### src/verilog/csc_cfg.svh
// constants for the clock synthesizer control block
// assumes mclk at 125 MHz and a slow reference clock on a pin
`ifndef CSC_CFG_SVH
`define CSC_CFG_SVH
`define CSC_CLK_MHZ 125
`define CSC_OFS_CTRL 12'h000
`define CSC_OFS_STATUS 12'h004
`define CSC_BIT_PRESCALE 0
`define CSC_BIT_POSTDIV 1
`define CSC_BIT_RANGE 2
`define CSC_MULT_LSB 8
`define CSC_MULT_MSB 13
`define CSC_RST_PRESCALE 1'h0
`define CSC_RST_POSTDIV 1'h0
`define CSC_RST_RANGE 1'h0
`define CSC_RST_MULT 6'h3f
`define CSC_POR_PERIODS 328
`define CSC_LOCK_PERIODS 16
`define CSC_LOSS_TIME_NS 125000
`define CSC_LOSS_CYCLES ((`CSC_LOSS_TIME_NS * `CSC_CLK_MHZ) / 1000)
`endif

### src/verilog/csc_pkg.sv
// types shared by the clock synthesizer control block
// used together with csc_cfg.svh
package csc_pkg;
   typedef struct packed {
      logic [5:0] mult;
      logic range;
      logic postdiv;
      logic prescale;
   } csc_ctrl_t;

   typedef struct packed {
      logic overshoot;
      logic clock_lost;
      logic por_done;
      logic locked;
   } csc_status_t;

   typedef struct packed {
      logic [10:0] vco_mult;
      logic [13:0] system_clock_output_x8;
   } csc_freq_t;

   typedef enum logic [1:0] {
      CSC_ST_LOCK_WAIT = 2'b00,
      CSC_ST_COUNT = 2'b01,
      CSC_ST_RUN = 2'b11,
      CSC_ST_LOST = 2'b10
   } csc_state_t;
endpackage

### src/verilog/csc_synth_ctrl.sv
// clock synthesizer control: apb registers, vco lock model, power-on count, clock loss
// assumes reference clock and mode strap arrive asynchronously on pins
//
// Register access over APB and the register offsets were left to the implementer.
`timescale 1ns/1ns
`include "csc_cfg.svh"

module csc_synth_ctrl
   import csc_pkg::*;
#(
   parameter int POR_PERIODS = `CSC_POR_PERIODS,
   parameter int LOCK_PERIODS = `CSC_LOCK_PERIODS,
   parameter int LOSS_CYCLES = `CSC_LOSS_CYCLES
) (
   // clock, reset, enable
   input wire logic mclk,
   input wire logic arst_n,
   input wire logic clk_en,
   // apb slave
   input wire logic psel,
   input wire logic penable,
   input wire logic pwrite,
   input wire logic [11:0] paddr,
   input wire logic [31:0] pwdata,
   output logic [31:0] prdata,
   output logic pready,
   output logic pslverr,
   // pins
   input wire logic ref_clk_pin,
   input wire logic vco_mode_strap,
   // synthesizer results
   output csc_freq_t freq_q,
   output logic vco_locked,
   output logic sys_reset_n
);

   function automatic logic [10:0] vco_of(input csc_ctrl_t c);
      vco_of = ({5'h00, c.mult} + 11'h001) << (c.prescale ? 4 : 2);
   endfunction

   function automatic logic [13:0] out_of(input csc_ctrl_t c);
      out_of = {3'h0, vco_of(c)} << ({1'b0, c.range, 1'b0} + {2'b00, c.postdiv});
   endfunction

   localparam csc_ctrl_t CTRL_RST = '{mult: `CSC_RST_MULT, range: `CSC_RST_RANGE,
      postdiv: `CSC_RST_POSTDIV, prescale: `CSC_RST_PRESCALE};

   csc_ctrl_t ctrl_q;
   csc_state_t state_q;
   logic [2:0] ref_sync_q;
   logic [1:0] strap_sync_q;
   logic [1:0] cap_cnt_q;
   logic use_vco_q;
   logic [15:0] lock_cnt_q;
   logic [15:0] por_cnt_q;
   logic [31:0] loss_cnt_q;
   logic overshoot_q;
   logic ref_edge;
   logic lost_now;
   logic soft_rst;
   logic wr_ctrl;
   logic vco_change;
   logic raise;
   csc_ctrl_t wr_val;
   csc_status_t status;

   // synchronisers: first stage feeds only the second
   always_ff @(posedge mclk or negedge arst_n) begin
      if (!arst_n) begin
         ref_sync_q <= 3'h0;
         strap_sync_q <= 2'h0;
      end else if (clk_en) begin
         ref_sync_q <= {ref_sync_q[1:0], ref_clk_pin};
         strap_sync_q <= {strap_sync_q[0], vco_mode_strap};
      end
   end

   assign ref_edge = ref_sync_q[1] & ~ref_sync_q[2];

   // strap is taken once the synchroniser has filled after release
   always_ff @(posedge mclk or negedge arst_n) begin
      if (!arst_n) begin
         cap_cnt_q <= 2'h0;
         use_vco_q <= 1'b1;
      end else if (clk_en && cap_cnt_q != 2'h3) begin
         cap_cnt_q <= cap_cnt_q + 2'h1;
         if (cap_cnt_q == 2'h2) begin
            use_vco_q <= strap_sync_q[1];
         end
      end
   end

   // reference watchdog
   always_ff @(posedge mclk or negedge arst_n) begin
      if (!arst_n) begin
         loss_cnt_q <= 32'h0;
      end else if (clk_en) begin
         if (ref_edge) begin
            loss_cnt_q <= 32'h0;
         end else if (!lost_now) begin
            loss_cnt_q <= loss_cnt_q + 32'h1;
         end
      end
   end

   assign lost_now = loss_cnt_q >= 32'(LOSS_CYCLES - 1);
   // a lost clock resets control, lock count and overshoot; the captured strap is kept
   assign soft_rst = (state_q == CSC_ST_LOST);

   // apb: zero wait states, unmapped offsets answer with an error
   assign pready = 1'b1;
   assign pslverr = psel && penable &&
      (paddr != `CSC_OFS_CTRL) && (paddr != `CSC_OFS_STATUS);
   assign wr_ctrl = psel && penable && pwrite && (paddr == `CSC_OFS_CTRL);

   always_comb begin
      wr_val = ctrl_q;
      wr_val.prescale = pwdata[`CSC_BIT_PRESCALE];
      wr_val.postdiv = pwdata[`CSC_BIT_POSTDIV];
      wr_val.range = pwdata[`CSC_BIT_RANGE];
      wr_val.mult = pwdata[`CSC_MULT_MSB:`CSC_MULT_LSB];
   end

   // only prescale and multiplier move the vco target
   // post-divide sits after the vco and never disturbs lock
   assign vco_change = wr_ctrl && (vco_of(wr_val) != vco_of(ctrl_q));
   assign raise = wr_ctrl && (vco_of(wr_val) > vco_of(ctrl_q));

   always_ff @(posedge mclk or negedge arst_n) begin
      if (!arst_n) begin
         ctrl_q <= CTRL_RST;
      end else if (clk_en) begin
         if (soft_rst) begin
            ctrl_q <= CTRL_RST;
         end else if (wr_ctrl) begin
            ctrl_q <= wr_val;
         end
      end
   end

   // lock model: a retarget restarts the settling count in reference periods
   always_ff @(posedge mclk or negedge arst_n) begin
      if (!arst_n) begin
         lock_cnt_q <= 16'h0;
      end else if (clk_en) begin
         if (soft_rst || vco_change) begin
            lock_cnt_q <= 16'h0;
         end else if (ref_edge && !vco_locked) begin
            lock_cnt_q <= lock_cnt_q + 16'h1;
         end
      end
   end

   assign vco_locked = lock_cnt_q >= 16'(LOCK_PERIODS);

   // an upward retarget may overshoot; flagged until lock is regained
   always_ff @(posedge mclk or negedge arst_n) begin
      if (!arst_n) begin
         overshoot_q <= 1'b0;
      end else if (clk_en) begin
         if (soft_rst) begin
            overshoot_q <= 1'b0;
         end else if (raise) begin
            overshoot_q <= 1'b1;
         end else if (vco_locked) begin
            overshoot_q <= 1'b0;
         end
      end
   end

   // power-on sequence and clock loss
   always_ff @(posedge mclk or negedge arst_n) begin
      if (!arst_n) begin
         state_q <= CSC_ST_LOCK_WAIT;
         por_cnt_q <= 16'h0;
      end else if (clk_en) begin
         if (lost_now && state_q != CSC_ST_LOST) begin
            state_q <= CSC_ST_LOST;
         end else begin
            case (state_q)
               CSC_ST_LOCK_WAIT: begin
                  por_cnt_q <= 16'h0;
                  // without the vco there is nothing to wait for
                  if (vco_locked || (!use_vco_q && cap_cnt_q == 2'h3)) begin
                     state_q <= CSC_ST_COUNT;
                  end
               end
               CSC_ST_COUNT: begin
                  if (ref_edge) begin
                     if (por_cnt_q == 16'(POR_PERIODS - 1)) begin
                        state_q <= CSC_ST_RUN;
                     end
                     por_cnt_q <= por_cnt_q + 16'h1;
                  end
               end
               CSC_ST_RUN: begin
                  por_cnt_q <= por_cnt_q;
               end
               CSC_ST_LOST: begin
                  por_cnt_q <= 16'h0;
                  if (ref_edge) begin
                     state_q <= CSC_ST_LOCK_WAIT;
                  end
               end
               default: begin
                  state_q <= CSC_ST_LOCK_WAIT;
               end
            endcase
         end
      end
   end

   always_ff @(posedge mclk or negedge arst_n) begin
      if (!arst_n) begin
         sys_reset_n <= 1'b0;
      end else if (clk_en) begin
         sys_reset_n <= (state_q == CSC_ST_RUN) && !lost_now;
      end
   end

   // frequency words in units of the reference; out_of doubles with post-divide
   always_ff @(posedge mclk or negedge arst_n) begin
      if (!arst_n) begin
         freq_q <= '{vco_mult: vco_of(CTRL_RST), system_clock_output_x8: out_of(CTRL_RST)};
      end else if (clk_en) begin
         freq_q.vco_mult <= vco_of(ctrl_q);
         freq_q.system_clock_output_x8 <= out_of(ctrl_q);
      end
   end

   // masked by lock so the flag never reads set in the cycle lock returns
   assign status = '{overshoot: overshoot_q & ~vco_locked, clock_lost: soft_rst,
      por_done: (state_q == CSC_ST_RUN), locked: vco_locked};

   // software polls the lock bit before setting post-divide again
   always_comb begin
      prdata = 32'h0;
      if (psel && !pwrite) begin
         case (paddr)
            `CSC_OFS_CTRL: begin
               prdata[`CSC_BIT_PRESCALE] = ctrl_q.prescale;
               prdata[`CSC_BIT_POSTDIV] = ctrl_q.postdiv;
               prdata[`CSC_BIT_RANGE] = ctrl_q.range;
               prdata[`CSC_MULT_MSB:`CSC_MULT_LSB] = ctrl_q.mult;
            end
            `CSC_OFS_STATUS: begin
               prdata[3:0] = status;
            end
            default: begin
               prdata = 32'h0;
            end
         endcase
      end
   end

endmodule

### config.mk
export PLATFORM = sky130hd
export DESIGN_NAME = csc_synth_ctrl
export DESIGN_NICKNAME = d
export VERILOG_FILES = /design/src/verilog/csc_pkg.sv /design/src/verilog/csc_synth_ctrl.sv
export VERILOG_INCLUDE_DIRS = /design/src /design/src/verilog
export SDC_FILE = /design/constraint.sdc
export NUM_CORES = 1
export LEC_CHECK = 0
export ABC_CLOCK_PERIOD_IN_PS = 2900
export BUFFER_PORTS_ARGS = -buffer_cell sky130_fd_sc_hd__clkbuf_2
export CAP_MARGIN = 20
export CORE_MARGIN = 2
export CORE_UTILIZATION = 44
export DETAILED_ROUTE_END_ITERATION = 10
export MAX_ROUTING_LAYER = met4
export PLACE_DENSITY_LB_ADDON = 0.1
export SETUP_SLACK_MARGIN = 0.4
export SLEW_MARGIN = 20
export SYNTH_ARGS = -nofsm -noshare
export SYNTH_HDL_FRONTEND = slang
export SYNTH_SLANG_ARGS = --single-unit
### constraint.sdc
create_clock -name mclk -period 2.9 [get_ports mclk]
set_input_delay 0.29 -clock mclk [delete_from_list [all_inputs] [get_ports mclk]]
set_output_delay 0.29 -clock mclk [all_outputs]
set_load 0.03 [all_outputs]
Yosys cells after proc, flatten, opt, wreduce, memory -nomap -nowiden
Cells that the tools add are included.

storage, ports and cells
  flip-flop bits (word level) = 110
  logic and storage cells = 109
  output and inout bits = 61

cells by class
  bitwise logic cells = 6
  shifts and indexed selects = 3
  reduce and logical (&&, ||, !) cells = 34
  $add $sub $neg = 7
  eq/ne operators = 17
  multiplexer cells = 23
  magnitude comparators = 3

operators with widths
  operator               number
  $mux 32                2
  $mux 16                3
  $add 16x1->16 const B  2
  $add 32x1->32 const B  1
  $ge 32x14->1 const B   1
  $pmux 16 s2            1
  $shl 7x3->11           2
  $mux 9                 2
  $eq 16x9->1 const B    1
  $ge 16x5->1 const B    1
  $add 6x1->7 const B    2
  $mux 14                1
  $shl 11x3->14          1
  $logic_and 1x1->1      13
  $eq 12x3->1 const B    1
  $logic_not 12->1       1
  $ne 12x3->1 const B    1
  $reduce_bool 12->1     1
  $gt 11x11->1           1
  $ne 11x11->1           1
  $mux 2                 5
  $reduce_and 2->1       5
  $ne 3x3->1 const B     3
  $eq 2x2->1 const B     4
  21 further kinds       37

Longest topological paths before layout
  word-level depth = 7
  gate-level depth with buffers = 13
  mapped depth without buffers = 11

Worst setup path after synthesis
No wires, ideal clock.

  path type = register to register
  start = register ctrl_q[7] (netlist name)
  end = register lock_cnt_q[2]
  path buffers = 2
  period minus slack after synthesis = 2.740 ns
  slack = 0.160 ns
  cell stages (with the launch flop) = 12
  data arrival time = 2.609 ns
  cell sequence = dfstp_2 -> clkbuf_1 -> nand2_1 -> o21a_1 -> o21ai_0 -> ha_1 -> nand4_1 -> nor3_1 -> o31ai_1 -> and2_1 -> clkbuf_1 -> nor2_1

on the way
  cells in the longest elaborated chain, start to end = 7
  elaborated cells on any way between the ends = 8
  those cells by class = 1 x add/sub; 1 x eq/ne; 1 x shift; 1 x mux; 4 x reduce/logical

ends and longest elaborated chain
  item                         line                   text
  from (decl)                  csc_synth_ctrl.sv:48   csc_ctrl_t ctrl_q;
  from (signal assigned)       csc_synth_ctrl.sv:136  ctrl_q <= wr_val;
  $add 6x1->7 *                csc_synth_ctrl.sv:38   vco_of = ({5'h00, c.mult} + 11'h001) << (c.prescale ? 4 : 2);
  $shl 7x3->11 *               csc_synth_ctrl.sv:38
  $ne 11x11->1 *               csc_synth_ctrl.sv:126  assign vco_change = wr_ctrl && (vco_of(wr_val) != vco_of(ctrl_q));
  $logic_and 1x1->1 *          csc_synth_ctrl.sv:126
  $logic_or 1x1->1 *           csc_synth_ctrl.sv:146  if (soft_rst || vco_change) begin
  $reduce_bool 2->1 (no line)  -
  $reduce_and 2->1 (no line)   -
  to (signal assigned)         csc_synth_ctrl.sv:149  lock_cnt_q <= lock_cnt_q + 16'h1;
  to (decl)                    csc_synth_ctrl.sv:54   logic [15:0] lock_cnt_q;

Every way passes the cells marked *; elsewhere a longest branch is shown, timed or not.
A chain may end at the register's enable or synchronous reset.

Worst setup path after layout
  start = register ctrl_q[3] (netlist name)
  end = register overshoot_q

on the way
  cells in the longest elaborated chain, start to end = 6
  elaborated cells on any way between the ends = 8
  those cells by class = 1 x add/sub; 1 x order compare; 1 x shift; 2 x mux; 3 x reduce/logical

ends and longest elaborated chain
  item                                                   line                   text
  $add 6x1->7 *                                          csc_synth_ctrl.sv:38
  $shl 7x3->11 *                                         csc_synth_ctrl.sv:38
  $gt 11x11->1 *                                         csc_synth_ctrl.sv:127  assign raise = wr_ctrl && (vco_of(wr_val) > vco_of(ctrl_q));
  $logic_and 1x1->1 *                                    csc_synth_ctrl.sv:127
  $reduce_bool 3->1 (no line) or $mux 1 (tied branches)  -
  $reduce_and 2->1 (no line) or $mux 1 (tied branches)   -
  to (signal assigned)                                   csc_synth_ctrl.sv:159  overshoot_q <= 1'b0;
  to (signal assigned)                                   csc_synth_ctrl.sv:162  overshoot_q <= 1'b0;
  to (signal assigned)                                   csc_synth_ctrl.sv:164  overshoot_q <= 1'b1;
  to (decl)                                              csc_synth_ctrl.sv:57   logic overshoot_q;

Marked as above.

==> flow_summary.yaml <==
logic_synthesis:
  synth-adder-area-share: 0.0428
  yosysTopAreaCellShare: 0.432
  yosys.area.top_type: "dfrtp_1"
  yosys_warnings: 0
  synth_edf_count: 0
  ys.flop_type: "dfrtp_1"
  yosys_register_bits: 110
  synthTopCellsByCount: "101 x dfrtp_1, 53 x nor2_1, 43 x nand2_1"
  synth.most_common_cell: "dfrtp_1"
  yosysSeqAreaShare: 0.472
  synthSimpleGateAreaFrac: 0.234
  ys_top_cells_by_area: "dfrtp_1 43%, ha_1 4.3%, dfstp_2 4.0%"
  async_flop_share: 1.00
  synth_compound_area_frac: 0.119
  synthMuxAreaShare: 0.0299
  avgSynthCellArea_um2: 9.69
  synth_top_family_by_area: "simple AND/OR/NAND/NOR gates"
  syn_area_mm2: 0.00585
  yosysUniqueCellTypes: 57
  synth-xor-area-share: 0.0389
  synth_cells: 604
power_and_ir_drop:
  clockPowerShare: 0.243
  combPwrFrac: 0.338
  leakagePower_nw: 3.24
  p_sw_mw: 1.78
  swShare: 0.365
  p_per_area_mw_per_mm2: 703
  power_mw: 4.86
  vdd_drop_max_mv: 0.311
  p_int_mw: 3.09
  seqPwrFrac: 0.418
critical_path:
  crit_fanout: 4
  critPathArrivalTime_ns: 2.83
  cp-end-kind: "register"
  slowest_delay_ns: 0.61
  start_kind: "register"
  crit_top_cell: "ha_4"
  crit_type: "reg -> reg"
  slowest_stage: "dfstp_2"
  cp_data_required_time_ns: 3.14
  path_cells: "ha_4 > nand3_4 > a32oi_4 > inv_2 > ha_4 > nand4_1 > nor3_4 > buf_4 > buf_6 > nor2_2 > a22o_1"
clock_tree:
  clk_pin_slew_ns: 0.07
  cts_tree: "built"
  cts_root_buffer: "clkbuf_16"
  clock_path_buffers: 2
  cts_made_buffers: 9
  h-tree-depth: 3
  clock_sinks: 110
  clock_latency_ns: 0.35
global_route:
  grt_max_degree: 61
  grt_util_all_layers: 0.205
  use_met3: 0.0460
  grt_pass1_wl_mm: 22.7
  antenna_found_initial: 0
  use_met1: 0.273
  grt_util_met2: 0.323
  grt_pass1_vias: 4524
  grt_busiest_layer: "met2"
  gr-total-overflow: 0
routing:
  drc: 0
  wl_per_cell_um: 15.5
  drt_first_pass_iters: 4
  antenna_left: 0
  drt-vias-per-instance: 5.25
  wirelength_mm: 13.4
  drt_iter0_markers: 201
  vias: 4542
timing:
  post-route-min-period_ns: 2.59
  maxSlewViolCount: 0
  hold_viol: 0
  fmax_ghz: 0.386
  worstMarginPinSlew_ns: 0.800
  maxSlewHeadroom: 0.465
  fin_crit_sh: 0.894
  whs_ns: 0.153
  finalWorstSetupSlack_ns: 0.307
  rsz0062_at_grt: "true"
  setup_tns_ns: 0
  fin_skew_ns: 0.00814
  setup_viol: 0
place:
  dpl_cell_area_mm2: 0.00637
  place_ws_ns: 0.0667
  dp_cells: 835
  portBuffers: 66
  gp_congestion: 0.846
  dp.final_hpwl_mm: 9.64
min_path:
  min_path_type: "in -> reg"
floorplan:
  dieArea_mm2: 0.0142
  placeableCoreArea_mm2: 0.0131
  start_util: 0.445
  die_w_um: 119
  boundaryPins: 113
  fp.dieH_um: 119
  rows: 42
finish:
  area_delta_synth_final_pct: 18.2
  nNetsFinal: 756
  fin_area_mm2: 0.00692
  stdcell_count: 865
  final_core_util: 0.527
  layout-drive-gt1-share: 0.234
  fillCellCount: 1260
  n_antenna_cell: 0
status:
  status: "complete, no violations"
run:
  drv_cap: 0
critical path: cells and delay by family, from the launching register on:
| family | cells | cell delay, ns |
|---|---|---|
| buffers and inverters | 3 | 0.32 |
| AO/OA/AOI/OAI | 2 | 0.47 |
| flip-flops | 1 | 0.61 |
| AND/OR/NAND/NOR | 4 | 0.60 |
| adder cells (fa/ha/maj) | 2 | 0.46 |
placed cells by master (no fill, tap or decap), types with 18 or more instances in the layout:
cell type and n:
nand2_1 42, and2_1 26, nor2_1 52, inv_1 18
nand3_1 20, nor2b_1 21, o21ai_0 24, xnor2_1 21
conb_1 27, a21oi_1 18, dfrtp_1 100, buf_4 28
clkbuf_2 65
state kept, by name, indices dropped and copies added (netlist names):
| signal | flops |
|---|---|
| ctrl_q | 9 |
| strap_sync_q | 2 |
| sys_reset_n | 1 |
| por_cnt_q | 16 |
| overshoot_q | 1 |
| use_vco_q | 1 |
| cap_cnt_q | 2 |
| lock_cnt_q | 16 |
| ref_sync_q | 3 |
| loss_cnt_q | 32 |
| freq_q | 25 |
| state_q | 2 |
kinds of logic after synthesis:
family / after synthesis
compound gates: 103
xor+xnor: 26
fa+ha+maj: 20
buf+inv: 72
flops: 110
mux: 16
other cells: 2
simple gates: 255
timing repair:
action / in CTS / in global routing
gates resized for setup: 20 / 13
pin swaps: 8 / 8
setup buffers: 10 / 3
hold endpoints to repair: 50 / 0
endpoints found under the setup margin: 17 / 33
cloned: 0 / 0
hold buffers: 1 / 0
path summary, 6_finish.rpt:
| check | startpoint | to | slack [ns] | depth (start not counted) |
|---|---|---|---|---|
| setup / recovery | ctrl_q[3] | overshoot_q | 0.31 | 11 |
| hold / removal | pwdata[1] | ctrl_q[1] | 0.15 | 2 |
| setup reg to reg | ctrl_q[3] | overshoot_q | 0.31 | 11 |
| hold reg to reg | freq_q[19] | freq_q[19] | 0.49 | 2 |
| max in group asynchronous | arst_n | ctrl_q[3] | 1.58 | 3 |
| min in group asynchronous | arst_n | freq_q[0] | 0.51 | 2 |
power by group through the flow:
stage	registers [mW]	clock network, mW	logic [mW]
global route	2.07	1.28	1.84
global placement	2.05	0	1.43
floorplan	2.14	0	0.925
finish	2.04	1.18	1.65
CTS	2.03	1.22	1.61
detailed placement	2.06	0	1.47
metal layers:
layer  share of wire  vias to the layer above
met4          0.0090                        0
met3           0.035                       10
met5               0                        -
met1            0.48                     2217
met2            0.48                       86
li1                -                     2229
cell type report:
class / count / area [um2] / share of cell area
clock buffer: 11 / 243 / 0.0351
inverter: 20 / 75.1 / 0.0108
multi-input combinational: 447 / 3000 / 0.433
timing repair buffer: 96 / 577 / 0.0834
clock inverter: 5 / 42.5 / 0.00615
tap: 176 / 220 / 0.0318
sequential: 110 / 2770 / 0.400
No activity file was read; power rests on OpenSTA's default activity.
